[config.mk]
export PLATFORM = sky130hd
export DESIGN_NAME = twcrp_top
export DESIGN_NICKNAME = d
export VERILOG_FILES = /design/src/common/twcrp_pkg.sv /design/src/hw/twcrp_readback.sv /design/src/hw/twcrp_top.sv
export VERILOG_INCLUDE_DIRS = /design/src /design/src/common
export SDC_FILE = /design/constraint.sdc
export NUM_CORES = 1
export LEC_CHECK = 0
export BUFFER_PORTS_ARGS = -buffer_cell sky130_fd_sc_hd__clkbuf_2
export CAP_MARGIN = 20
export CORE_MARGIN = 2
export CORE_UTILIZATION = 62
export DETAILED_ROUTE_END_ITERATION = 8
export PLACE_DENSITY = 0.76
export SLEW_MARGIN = 5
export SYNTH_ARGS = -nofsm -noshare
export SYNTH_HDL_FRONTEND = slang
export SYNTH_SLANG_ARGS = --single-unit
[constraint.sdc]
create_clock -name hclk -period 6.46 [get_ports hclk]
set_input_delay 0.969 -clock hclk [delete_from_list [all_inputs] [get_ports hclk]]
set_output_delay 0.969 -clock hclk [all_outputs]
set_load 0.05 [all_outputs]
[src/common/twcrp_regs.svh]
// offsets, field positions, reset values and counts of the serial config port
`ifndef TWCRP_REGS_SVH
`define TWCRP_REGS_SVH
`define TWCRP_AW              8
`define TWCRP_OFF_LATCH_END   8'h40
`define TWCRP_OFF_AFC         8'h40
`define TWCRP_OFF_RSSI        8'h44
`define TWCRP_OFF_ADC         8'h48
`define TWCRP_OFF_FCAL        8'h4c
`define TWCRP_OFF_STAT        8'h50
`define TWCRP_IDX_MSB         5
`define TWCRP_IDX_LSB         2
`define TWCRP_HSIZE_WORD      3'h2
`define TWCRP_NONSEQ_BIT      1
`define TWCRP_SEL_MSB         3
`define TWCRP_SEL_LSB         0
`define TWCRP_RB_LATCH        4'h7
`define TWCRP_RB_EN_BIT       8
`define TWCRP_RB_SRC_LSB      4
`define TWCRP_RB_SRC_W        3
`define TWCRP_RB_MSB          15
`define TWCRP_RB_LAST         4'hf
`define TWCRP_RB_EDGES        5'h12
`define TWCRP_AFC_W           16
`define TWCRP_LVL_W           7
`define TWCRP_GAIN_W          2
`define TWCRP_RSSI_LSB        0
`define TWCRP_FG_LSB          7
`define TWCRP_LG_LSB          9
`define TWCRP_BATT_LSB        0
`define TWCRP_ADCIN_LSB       8
`define TWCRP_TEMP_LSB        16
`define TWCRP_FCAL_W          8
`define TWCRP_STAT_CE         0
`define TWCRP_STAT_BUSY       1
`define TWCRP_STAT_IDX_LSB    4
`define TWCRP_STAT_CNT_LSB    8
`define TWCRP_LATCH_RST       32'h0000_0000
// product and revision codes: arbitrary values
`define TWCRP_PRODUCT_CODE    12'h345
`define TWCRP_REVISION_CODE   4'h2
`endif

[src/common/twcrp_pkg.sv]
// types shared by the serial config port
package twcrp_pkg;
  typedef enum logic [1:0] {
    RB_IDLE  = 2'b00,
    RB_ARMED = 2'b01,
    RB_DATA  = 2'b10,
    RB_TAIL  = 2'b11
  } twcrp_rb_state_type;

  typedef enum logic [2:0] {
    SRC_AFC   = 3'b000,
    SRC_RSSI  = 3'b001,
    SRC_BATT  = 3'b010,
    SRC_ADCIN = 3'b011,
    SRC_TEMP  = 3'b100,
    SRC_REV   = 3'b101,
    SRC_FCAL  = 3'b110
  } twcrp_rb_src_type;

  typedef struct packed {
    logic signed [15:0] afc;
    logic [6:0]         rssi;
    logic [1:0]         fgain;
    logic [1:0]         lgain;
    logic [6:0]         batt;
    logic [6:0]         adcin;
    logic [6:0]         temp;
    logic [7:0]         fcal;
  } twcrp_meas_type;

  typedef struct packed {
    logic [7:0] addr;
    logic       write;
    logic       valid;
  } twcrp_ahb_phase_type;
endpackage

[src/hw/twcrp_readback.sv]
// readback sequencer: dummy bit, sixteen status bits, release of the read pin
`timescale 1ns/10ps
`include "twcrp_regs.svh"
module twcrp_readback (
  input  wire logic        hclk,
  input  wire logic        hresetn,
  input  wire logic        start,
  input  wire logic        sclk_rise,
  input  wire logic        abort,
  input  wire logic [15:0] word,
  output logic             read_line,
  output logic             read_oe,
  output logic             busy
);
  twcrp_pkg::twcrp_rb_state_type st_q, st_d;
  logic [3:0]  cnt_q, cnt_d;
  logic [15:0] word_q, word_d;
  logic        line_q, line_d;
  logic        oe_q, oe_d;
  logic [4:0]  edges_q, edges_d;
  logic        msb_w;

  always_comb begin
    st_d   = st_q;
    cnt_d  = cnt_q;
    word_d = word_q;
    line_d = line_q;
    oe_d   = oe_q;
    // strobe low or chip off ends any readout at once
    if (abort) begin
      st_d   = twcrp_pkg::RB_IDLE;
      oe_d   = 1'b0;
      line_d = 1'b0;
    end else if (start) begin
      st_d   = twcrp_pkg::RB_ARMED;
      word_d = word;
      cnt_d  = 4'h0;
      oe_d   = 1'b0;
    end else if (sclk_rise) begin
      unique case (st_q)
        twcrp_pkg::RB_IDLE: begin
        end
        twcrp_pkg::RB_ARMED: begin
          oe_d   = 1'b1;
          line_d = 1'b0;
          st_d   = twcrp_pkg::RB_DATA;
        end
        twcrp_pkg::RB_DATA: begin
          line_d = word_q[`TWCRP_RB_MSB];
          word_d = {word_q[`TWCRP_RB_MSB-1:0], 1'b0};
          cnt_d  = cnt_q + 4'h1;
          if (cnt_q == `TWCRP_RB_LAST) begin
            st_d = twcrp_pkg::RB_TAIL;
          end
        end
        twcrp_pkg::RB_TAIL: begin
          oe_d   = 1'b0;
          line_d = 1'b0;
          st_d   = twcrp_pkg::RB_IDLE;
        end
      endcase
    end
  end

  // edge count since start, read only by the checks below
  always_comb begin
    edges_d = edges_q;
    if (start || abort) begin
      edges_d = 5'h00;
    end else if (sclk_rise && busy) begin
      edges_d = edges_q + 5'h01;
    end
  end

  always_ff @(posedge hclk or negedge hresetn) begin
    if (!hresetn) begin
      st_q    <= twcrp_pkg::RB_IDLE;
      cnt_q   <= 4'h0;
      word_q  <= 16'h0000;
      line_q  <= 1'b0;
      oe_q    <= 1'b0;
      edges_q <= 5'h00;
    end else begin
      st_q    <= st_d;
      cnt_q   <= cnt_d;
      word_q  <= word_d;
      line_q  <= line_d;
      oe_q    <= oe_d;
      edges_q <= edges_d;
    end
  end

  assign read_line = line_q;
  assign read_oe   = oe_q;
  assign busy      = (st_q != twcrp_pkg::RB_IDLE);
  assign msb_w     = word_q[`TWCRP_RB_MSB];
endmodule // twcrp_readback

[src/hw/twcrp_top.sv]
// serial config port: shift register, sixteen latches, readback, ahb-lite view
//
// Implementation choices: the AHB-Lite register port and the register addresses.
`timescale 1ns/10ps
`include "twcrp_regs.svh"
module twcrp_top (
  input  wire logic        hclk,
  input  wire logic        hresetn,
  input  wire logic        hsel,
  input  wire logic [31:0] haddr,
  input  wire logic [1:0]  htrans,
  input  wire logic        hwrite,
  input  wire logic [2:0]  hsize,
  input  wire logic [31:0] hwdata,
  input  wire logic        hready,
  output logic             hreadyout,
  output logic             hresp,
  output logic [31:0]      hrdata,
  input  wire logic        chip_enable,
  input  wire logic        serial_clock,
  input  wire logic        serial_write_line,
  input  wire logic        load_enable_strobe,
  output logic             serial_read_line,
  output logic             serial_read_oe
);
  logic [31:0] latch_q [16];
  logic [31:0] latch_d [16];
  logic [31:0] shift_q, shift_d;
  logic        sclk_q, le_q;
  logic [3:0]  last_idx_q, last_idx_d;
  logic [7:0]  wcount_q, wcount_d;
  logic [31:0] hrdata_q, hrdata_d;
  twcrp_pkg::twcrp_meas_type      meas_q, meas_d;
  twcrp_pkg::twcrp_ahb_phase_type ph_q, ph_d;
  twcrp_pkg::twcrp_rb_src_type    src_w;
  logic        sclk_rise, le_rise;
  logic        rb_start, rb_abort, rb_busy;
  logic [3:0]  sel_w;
  logic [15:0] status_word;
  logic        accept;

  // pins are sampled on hclk; the serial clock must be well below 5 mhz
  assign sclk_rise = chip_enable && serial_clock && !sclk_q;
  assign le_rise   = chip_enable && load_enable_strobe && !le_q;
  assign sel_w     = shift_q[`TWCRP_SEL_MSB:`TWCRP_SEL_LSB];
  assign src_w     = twcrp_pkg::twcrp_rb_src_type'(
                       shift_q[`TWCRP_RB_SRC_LSB +: `TWCRP_RB_SRC_W]);
  assign rb_start  = le_rise && sel_w == `TWCRP_RB_LATCH
                     && shift_q[`TWCRP_RB_EN_BIT];
  assign rb_abort  = !chip_enable || !load_enable_strobe;

  function automatic logic [15:0] rb_word(
    input twcrp_pkg::twcrp_rb_src_type src,
    input twcrp_pkg::twcrp_meas_type   m
  );
    rb_word = 16'h0000;
    unique case (src)
      twcrp_pkg::SRC_AFC:   rb_word = m.afc;
      twcrp_pkg::SRC_RSSI:  rb_word = {5'h00, m.lgain, m.fgain, m.rssi};
      twcrp_pkg::SRC_BATT:  rb_word = {9'h000, m.batt};
      twcrp_pkg::SRC_ADCIN: rb_word = {9'h000, m.adcin};
      twcrp_pkg::SRC_TEMP:  rb_word = {9'h000, m.temp};
      twcrp_pkg::SRC_REV:   rb_word = {`TWCRP_PRODUCT_CODE, `TWCRP_REVISION_CODE};
      twcrp_pkg::SRC_FCAL:  rb_word = {8'h00, m.fcal};
      default:              rb_word = 16'h0000;
    endcase
  endfunction

  // snapshot taken at the strobe; later measurement writes do not tear it
  assign status_word = rb_word(src_w, meas_q);

  // serial side
  always_comb begin
    shift_d    = shift_q;
    latch_d    = latch_q;
    last_idx_d = last_idx_q;
    wcount_d   = wcount_q;
    // the read pin owns the clock during a readout, write data is not taken
    if (sclk_rise && !rb_busy) begin
      shift_d = {shift_q[30:0], serial_write_line};
    end
    if (le_rise) begin
      latch_d[sel_w] = shift_q;
      last_idx_d     = sel_w;
      wcount_d       = wcount_q + 8'h01;
    end
  end

  always_ff @(posedge hclk or negedge hresetn) begin
    if (!hresetn) begin
      shift_q    <= `TWCRP_LATCH_RST;
      sclk_q     <= 1'b0;
      le_q       <= 1'b0;
      last_idx_q <= 4'h0;
      wcount_q   <= 8'h00;
      for (int i = 0; i < 16; i++) begin
        latch_q[i] <= `TWCRP_LATCH_RST;
      end
    end else begin
      shift_q    <= shift_d;
      sclk_q     <= serial_clock;
      le_q       <= load_enable_strobe;
      last_idx_q <= last_idx_d;
      wcount_q   <= wcount_d;
      latch_q    <= latch_d;
    end
  end

  twcrp_readback u_readback (
    .hclk      (hclk),
    .hresetn   (hresetn),
    .start     (rb_start),
    .sclk_rise (sclk_rise),
    .abort     (rb_abort),
    .word      (status_word),
    .read_line (serial_read_line),
    .read_oe   (serial_read_oe),
    .busy      (rb_busy)
  );

  // ahb-lite slave, zero wait states, always okay
  assign accept = hsel && hready && htrans[`TWCRP_NONSEQ_BIT]
                  && hsize == `TWCRP_HSIZE_WORD;

  function automatic logic [31:0] rd_mux(input logic [31:0] a);
    logic [31:0] s;
    s = 32'h0000_0000;
    rd_mux = 32'h0000_0000;
    s[`TWCRP_STAT_CE]   = chip_enable;
    s[`TWCRP_STAT_BUSY] = rb_busy;
    s[`TWCRP_STAT_IDX_LSB +: 4] = last_idx_q;
    s[`TWCRP_STAT_CNT_LSB +: 8] = wcount_q;
    if (a[31:`TWCRP_AW] != 24'h000000) begin
      rd_mux = 32'h0000_0000;
    end else if (a[`TWCRP_AW-1:0] < `TWCRP_OFF_LATCH_END) begin
      rd_mux = latch_q[a[`TWCRP_IDX_MSB:`TWCRP_IDX_LSB]];
    end else begin
      case (a[`TWCRP_AW-1:0])
        `TWCRP_OFF_AFC:  rd_mux = {{16{meas_q.afc[15]}}, meas_q.afc};
        `TWCRP_OFF_RSSI: rd_mux = {21'h000000, meas_q.lgain, meas_q.fgain, meas_q.rssi};
        `TWCRP_OFF_ADC:  rd_mux = {9'h000, meas_q.temp, 1'b0, meas_q.adcin,
                                   1'b0, meas_q.batt};
        `TWCRP_OFF_FCAL: rd_mux = {24'h000000, meas_q.fcal};
        `TWCRP_OFF_STAT: rd_mux = s;
        default:         rd_mux = 32'h0000_0000;
      endcase
    end
  endfunction

  always_comb begin
    ph_d     = ph_q;
    hrdata_d = hrdata_q;
    meas_d   = meas_q;
    if (hready) begin
      ph_d.valid = accept && haddr[31:`TWCRP_AW] == 24'h000000;
      ph_d.write = hwrite;
      ph_d.addr  = haddr[`TWCRP_AW-1:0];
      if (accept && !hwrite) begin
        hrdata_d = rd_mux(haddr);
      end
    end
    // measurement values stand in for the analog front end's results
    if (ph_q.valid && ph_q.write) begin
      case (ph_q.addr)
        `TWCRP_OFF_AFC: begin
          // unscaled: 100 khz reads as 2^18 * 1e5 / demodulator clock
          meas_d.afc = hwdata[`TWCRP_AFC_W-1:0];
        end
        `TWCRP_OFF_RSSI: begin
          meas_d.rssi  = hwdata[`TWCRP_RSSI_LSB +: `TWCRP_LVL_W];
          meas_d.fgain = hwdata[`TWCRP_FG_LSB +: `TWCRP_GAIN_W];
          meas_d.lgain = hwdata[`TWCRP_LG_LSB +: `TWCRP_GAIN_W];
        end
        `TWCRP_OFF_ADC: begin
          meas_d.batt  = hwdata[`TWCRP_BATT_LSB +: `TWCRP_LVL_W];
          meas_d.adcin = hwdata[`TWCRP_ADCIN_LSB +: `TWCRP_LVL_W];
          meas_d.temp  = hwdata[`TWCRP_TEMP_LSB +: `TWCRP_LVL_W];
        end
        `TWCRP_OFF_FCAL: begin
          meas_d.fcal = hwdata[`TWCRP_FCAL_W-1:0];
        end
        default: begin
        end
      endcase
    end
  end

  always_ff @(posedge hclk or negedge hresetn) begin
    if (!hresetn) begin
      ph_q     <= '0;
      hrdata_q <= 32'h0000_0000;
      meas_q   <= '0;
    end else begin
      ph_q     <= ph_d;
      hrdata_q <= hrdata_d;
      meas_q   <= meas_d;
    end
  end

  assign hreadyout = 1'b1;
  assign hresp     = 1'b0;
  assign hrdata    = hrdata_q;
endmodule // twcrp_top

# Yosys cells after proc, flatten, opt, wreduce, memory -nomap -nowiden
# Index checks and enable logic that the tools add are counted.
# classes
n_mux	29
add_sub_neg	2
bitwise_logic	3
n_reduce_logical	42
eq_ne	23
n_lt_le_gt_ge	4
# op_table
operator	n
$bwmux W512	1
$mux W32	5
$pmux W32 S5	1
$bmux W32 S4	1
$demux W32 S4	1
$pmux W16 S7	1
$eq A8 B7 Y1 const B	9
$mux W16	3
$logic_not A24 Y1	1
$reduce_bool A24 Y1	1
$logic_and A1 B1 Y1	14
$mux W4	3
$reduce_and A2 Y1	6
$ge A5 B5 Y1 const B	2
$not A4 Y5	2
$eq A3 B2 Y1 const B	3
$eq A3 B3 Y1 const B	3
$reduce_and A3 Y1	3
$add A8 B1 Y8 const B	1
$lt A8 B7 Y1 const B	1
$mux W2	4
$reduce_bool A2 Y1	4
$logic_not A1 Y1	6
$mux W1	6
other kinds (18)	21
# word_totals
out_inout_bits	36
in_bits	78
ff_bits	680

# Depth between registers and ports, before layout
# logic_depth
word_depth	6
depth_mapped	9

# By module
# A second synthesis with hierarchy kept.
# hier_totals
cells_unflattened	2133
hier_area_um2	30503.0
# by_module_without_submodules
module	cells_each	area_each_um2	seq_area_each_um2	instances
twcrp_top	2011	29194.2	16415.7	1
twcrp_readback	122	1308.8	600.6	1

# Least setup slack after synthesis
# OpenSTA, ideal clock, no wires.
# synth_path
path_type	input port to flip-flop
from	input port haddr[2]
to	register hrdata_q[23] (netlist: hrdata[23])
path_buffers	3
t_arrival_ps	2531
t_required_ps	6339
slack_ps	3808
cell_stages	7
path_cell_list	buf_2 -> buf_4 -> buf_2 -> mux4_2 -> a22oi_1 -> nand3_1 -> a22o_1
# synth_between
elab_chain_len	6
# synth_lines
element	line	source
start, declared	twcrp_top.sv:10	input wire logic [31:0] haddr,
$not A4 Y5	twcrp_top.sv:136	rd_mux = latch_q[a[`TWCRP_IDX_MSB:`TWCRP_IDX_LSB]];
$bmux W32 S4	twcrp_top.sv:136	
$mux W32 (2 in a row)	twcrp_top.sv:136	
$mux W32 (*)	twcrp_top.sv:135	end else if (a[`TWCRP_AW-1:0] < `TWCRP_OFF_LATCH_END) begin
$mux W32 (*)	twcrp_top.sv:133	if (a[31:`TWCRP_AW] != 24'h000000) begin
end signal, assigned	twcrp_top.sv:195	hrdata_q <= hrdata_d;
end, declared	twcrp_top.sv:32	logic [31:0] hrdata_q, hrdata_d;
# Every way passes the cells marked *; elsewhere a longest branch is shown, timed or not. The select of a mux whose other input is x is not followed.
# A chain may end at the register's enable or synchronous reset.

# Worst setup path in the final report
# layout_path
from	input port haddr[4]
to	register hrdata_q[11] (netlist: hrdata[11])
# Same word-level chain as after synthesis.

==> reports/results.ini <==
[placement]
place_congestion=0.933
placed_cell_area_um2=31200
hpwlAfterDp_um=43800
port_buffers=101
pre_cts_ws_ns=2.55

[synthesis]
syn-instance-count=2061
syn_area_per_cell_um2=14.7
synth_cell_types=61
synth_area_leader_cell=dfrtp_1
ys.flop_type=dfrtp_1
synth_top_cell_area_share_pct=56.3
async_flop_share_pct=100
mappedNetlistArea_um2=30200
synth_seq_area_share_pct=56.3
yosys_warnings=0
syn_nets=2141
yosys-top-cells-area=dfrtp_1, mux2_2, mux4_2
ys_seq_elements=680
synth_edf_count=0

[timing]
finalSetupTns_ns=0
hold_violations=0
skew_ns=0.0212
slew-limit-headroom_pct=23.1
period_share_pct=54.4
fin_ws_ns=2.95
max_freq_mhz=285
report.final.slew_viol_count=0
setup_viol=0
grt_setup_unrepaired=no
worstMarginPinSlew_ns=1.15
fin_crit_ns=3.51

[critical_path]
startpoint=haddr[4]
required_ns=6.99
path_class=input port to flop
cp_slowest_stage_delay_ns=0.82
reg2regPathDepth=4
slowest_stage=a2111oi_0
r2r-start=shift_q[1]$_DFFE_PN0P_
r2r_slack_ns=3.48
arrival_ns=4.05
cp_cell_sequence=clkbuf_2 -> nor2b_1 -> and3_1 -> a221oi_1 -> a2111oi_0 -> a21o_1
crit_path_end_kind=flop
cp_max_fo=22
crit_path_start_kind=input port
r2r_end=latch_q[114]$_DFFE_PN0P_

[clocking]
cts.repair.resized=0
cts_hold_buf=0
clock_latency_ns=0.61
post_cts_buffers=0
cts_root_buf=clkbuf_16
cts-htree-levels=3
cts.sinks=680
cts_tree=done
cts_made_buffers=69
cts_buffer_depth=3
clk_pin_slew_ns=0.06

[final_layout]
antenna_cells=0
final_area_um2=33500
final_cell_mix=dfrtp_1, mux2_2, mux4_2
syn2layout_area_growth_pct=10.7
nets=2181
final_common_cell=dfrtp_1
fillers=3180
fin_util_pct=69.8
drive_gt1_share_pct=43.4

[power_and_ir_drop]
power.density_nw_per_um2=306
p_int_w=0.00762
power_switching_w=0.00262
leakage_nw=16.2
combPwrFrac_pct=11.1
seq_power_share_pct=49.3
ir_drop_uv=184
p_clk_share_pct=39.5
switching_share_pct=25.6

[routing]
drc=0
ant_nets=0
initialDrtViolationCount=1659
dr.pass1.iters=6
wl_per_cell_um=27.0
drt-total-wl_um=74800
vias=18400
vias_per_cell=6.63

[grt]
grt_max_degree=173
grt_pass1_wl_um=116000
antenna_found_initial=0
track_usage_pct=30.8
overflow=0
grt_pass1_vias=19200

[floorplanning]
start_util_pct=63.1
die_h_um=225
die_w_um=225
core_area_um2=47900
die_area_um2=50500
ios=114
rows=80

[worst_hold_path]
hold_class=input port to async pin

[job]
maxCapViolCount=0

[run_status]
outcome=complete, no violations

[per-stage QoR]
stage / instances / power [W] / hold WS, ns
3_5_place_dp: 2645 / 0.00625 / 0.447
5_1_grt: 2770 / 0.0106 / 0.482
4_1_cts: 2770 / 0.0103 / 0.465
6_report: 2770 / 0.0102 / 0.437
2_1_floorplan: 2061 / 0.00579 / 0.429
3_3_place_gp: 2645 / 0.00617 / 0.444
[power by group through the flow]
| stage | Combinational, W | Clock, W | Sequential, W |
|---|---|---|---|
| 2_1_floorplan | 0.000892 | 0 | 0.00490 |
| 3_3_place_gp | 0.00110 | 0 | 0.00507 |
| 3_5_place_dp | 0.00114 | 0 | 0.00511 |
| 4_1_cts | 0.00114 | 0.00410 | 0.00504 |
| 5_1_grt | 0.00123 | 0.00429 | 0.00511 |
| 6_report | 0.00114 | 0.00405 | 0.00505 |
[flip-flops by register name, summed over array words and instances, names as in the netlist, 2 cells and up]
| register | flops |
|---|---|
| latch_q | 512 |
| meas_q | 56 |
| hrdata | 32 |
| shift_q | 32 |
| u_readback.word_q | 16 |
| ph_q | 10 |
| wcount_q | 8 |
| last_idx_q | 4 |
| u_readback.cnt_q | 4 |
| u_readback.st_q | 2 |
[worst max path at each step]
stage	to	slack (ns)
global route	hrdata[11]$_DFFE_PN0P_	3.04
global placement	hrdata[14]$_DFFE_PN0P_	2.61
detailed placement	hrdata[11]$_DFFE_PN0P_	2.55
floorplan	hrdata[23]$_DFFE_PN0P_	3.81
finish	hrdata[11]$_DFFE_PN0P_	2.95
CTS	hrdata[11]$_DFFE_PN0P_	3.17
[final cells by class]
class,instances,area [um^2],share of cell area [%]
Clock buffer,99,2050,6.13
Clock inverter,26,259,0.774
Inverter,5,18.8,0.0561
Multi-Input combinational cell,1209,12500,37.4
Sequential cell,680,17000,50.8
Tap cell,615,769,2.30
Timing Repair Buffer,136,843,2.52
[critical path: cells and delay by family]
family | cells | cell delay, ns
and+or+nand+nor | 2 | 1.39
buffers and inverters | 1 | 0.52
AOI/OAI and AO/OA | 3 | 1.14
[cell families after synthesis]
kind of cell | synth area share [%]
DFF | 56.3
AOI/OAI and AO/OA | 4.57
adders and majority gates | 0.0828
muxes | 31.1
buffers and inverters | 2.63
and+or+nand+nor | 5.05
xor gates and xnor gates | 0.290
other | 0.0248
[layer usage]
layer | vias to the layer above | part of all wire (%) | track usage [%]
li1 | 7706 | - | -
met1 | 9765 | 41 | 43.0
met2 | 726 | 47 | 48.0
met3 | 166 | 7.7 | 6.35
met4 | 0 | 3.6 | 12.1
met5 | - | 0 | 0
[cell usage after synthesis, types with 16 or more instances]
| library cell | number |
|---|---|
| a21oi_1 | 22 |
| nor2_1 | 27 |
| a221oi_1 | 18 |
| clkbuf_1 | 76 |
| o22ai_1 | 28 |
| and2_1 | 16 |
| buf_2 | 68 |
| nand2_1 | 73 |
| mux2_1 | 18 |
| mux2i_1 | 43 |
| nor2b_1 | 31 |
| dfrtp_1 | 680 |
| mux2_2 | 520 |
| nand2b_1 | 27 |
| o21ai_0 | 62 |
| mux4_2 | 129 |
| nand3_1 | 33 |
Note: power is estimated with default switching activity, not from simulation.
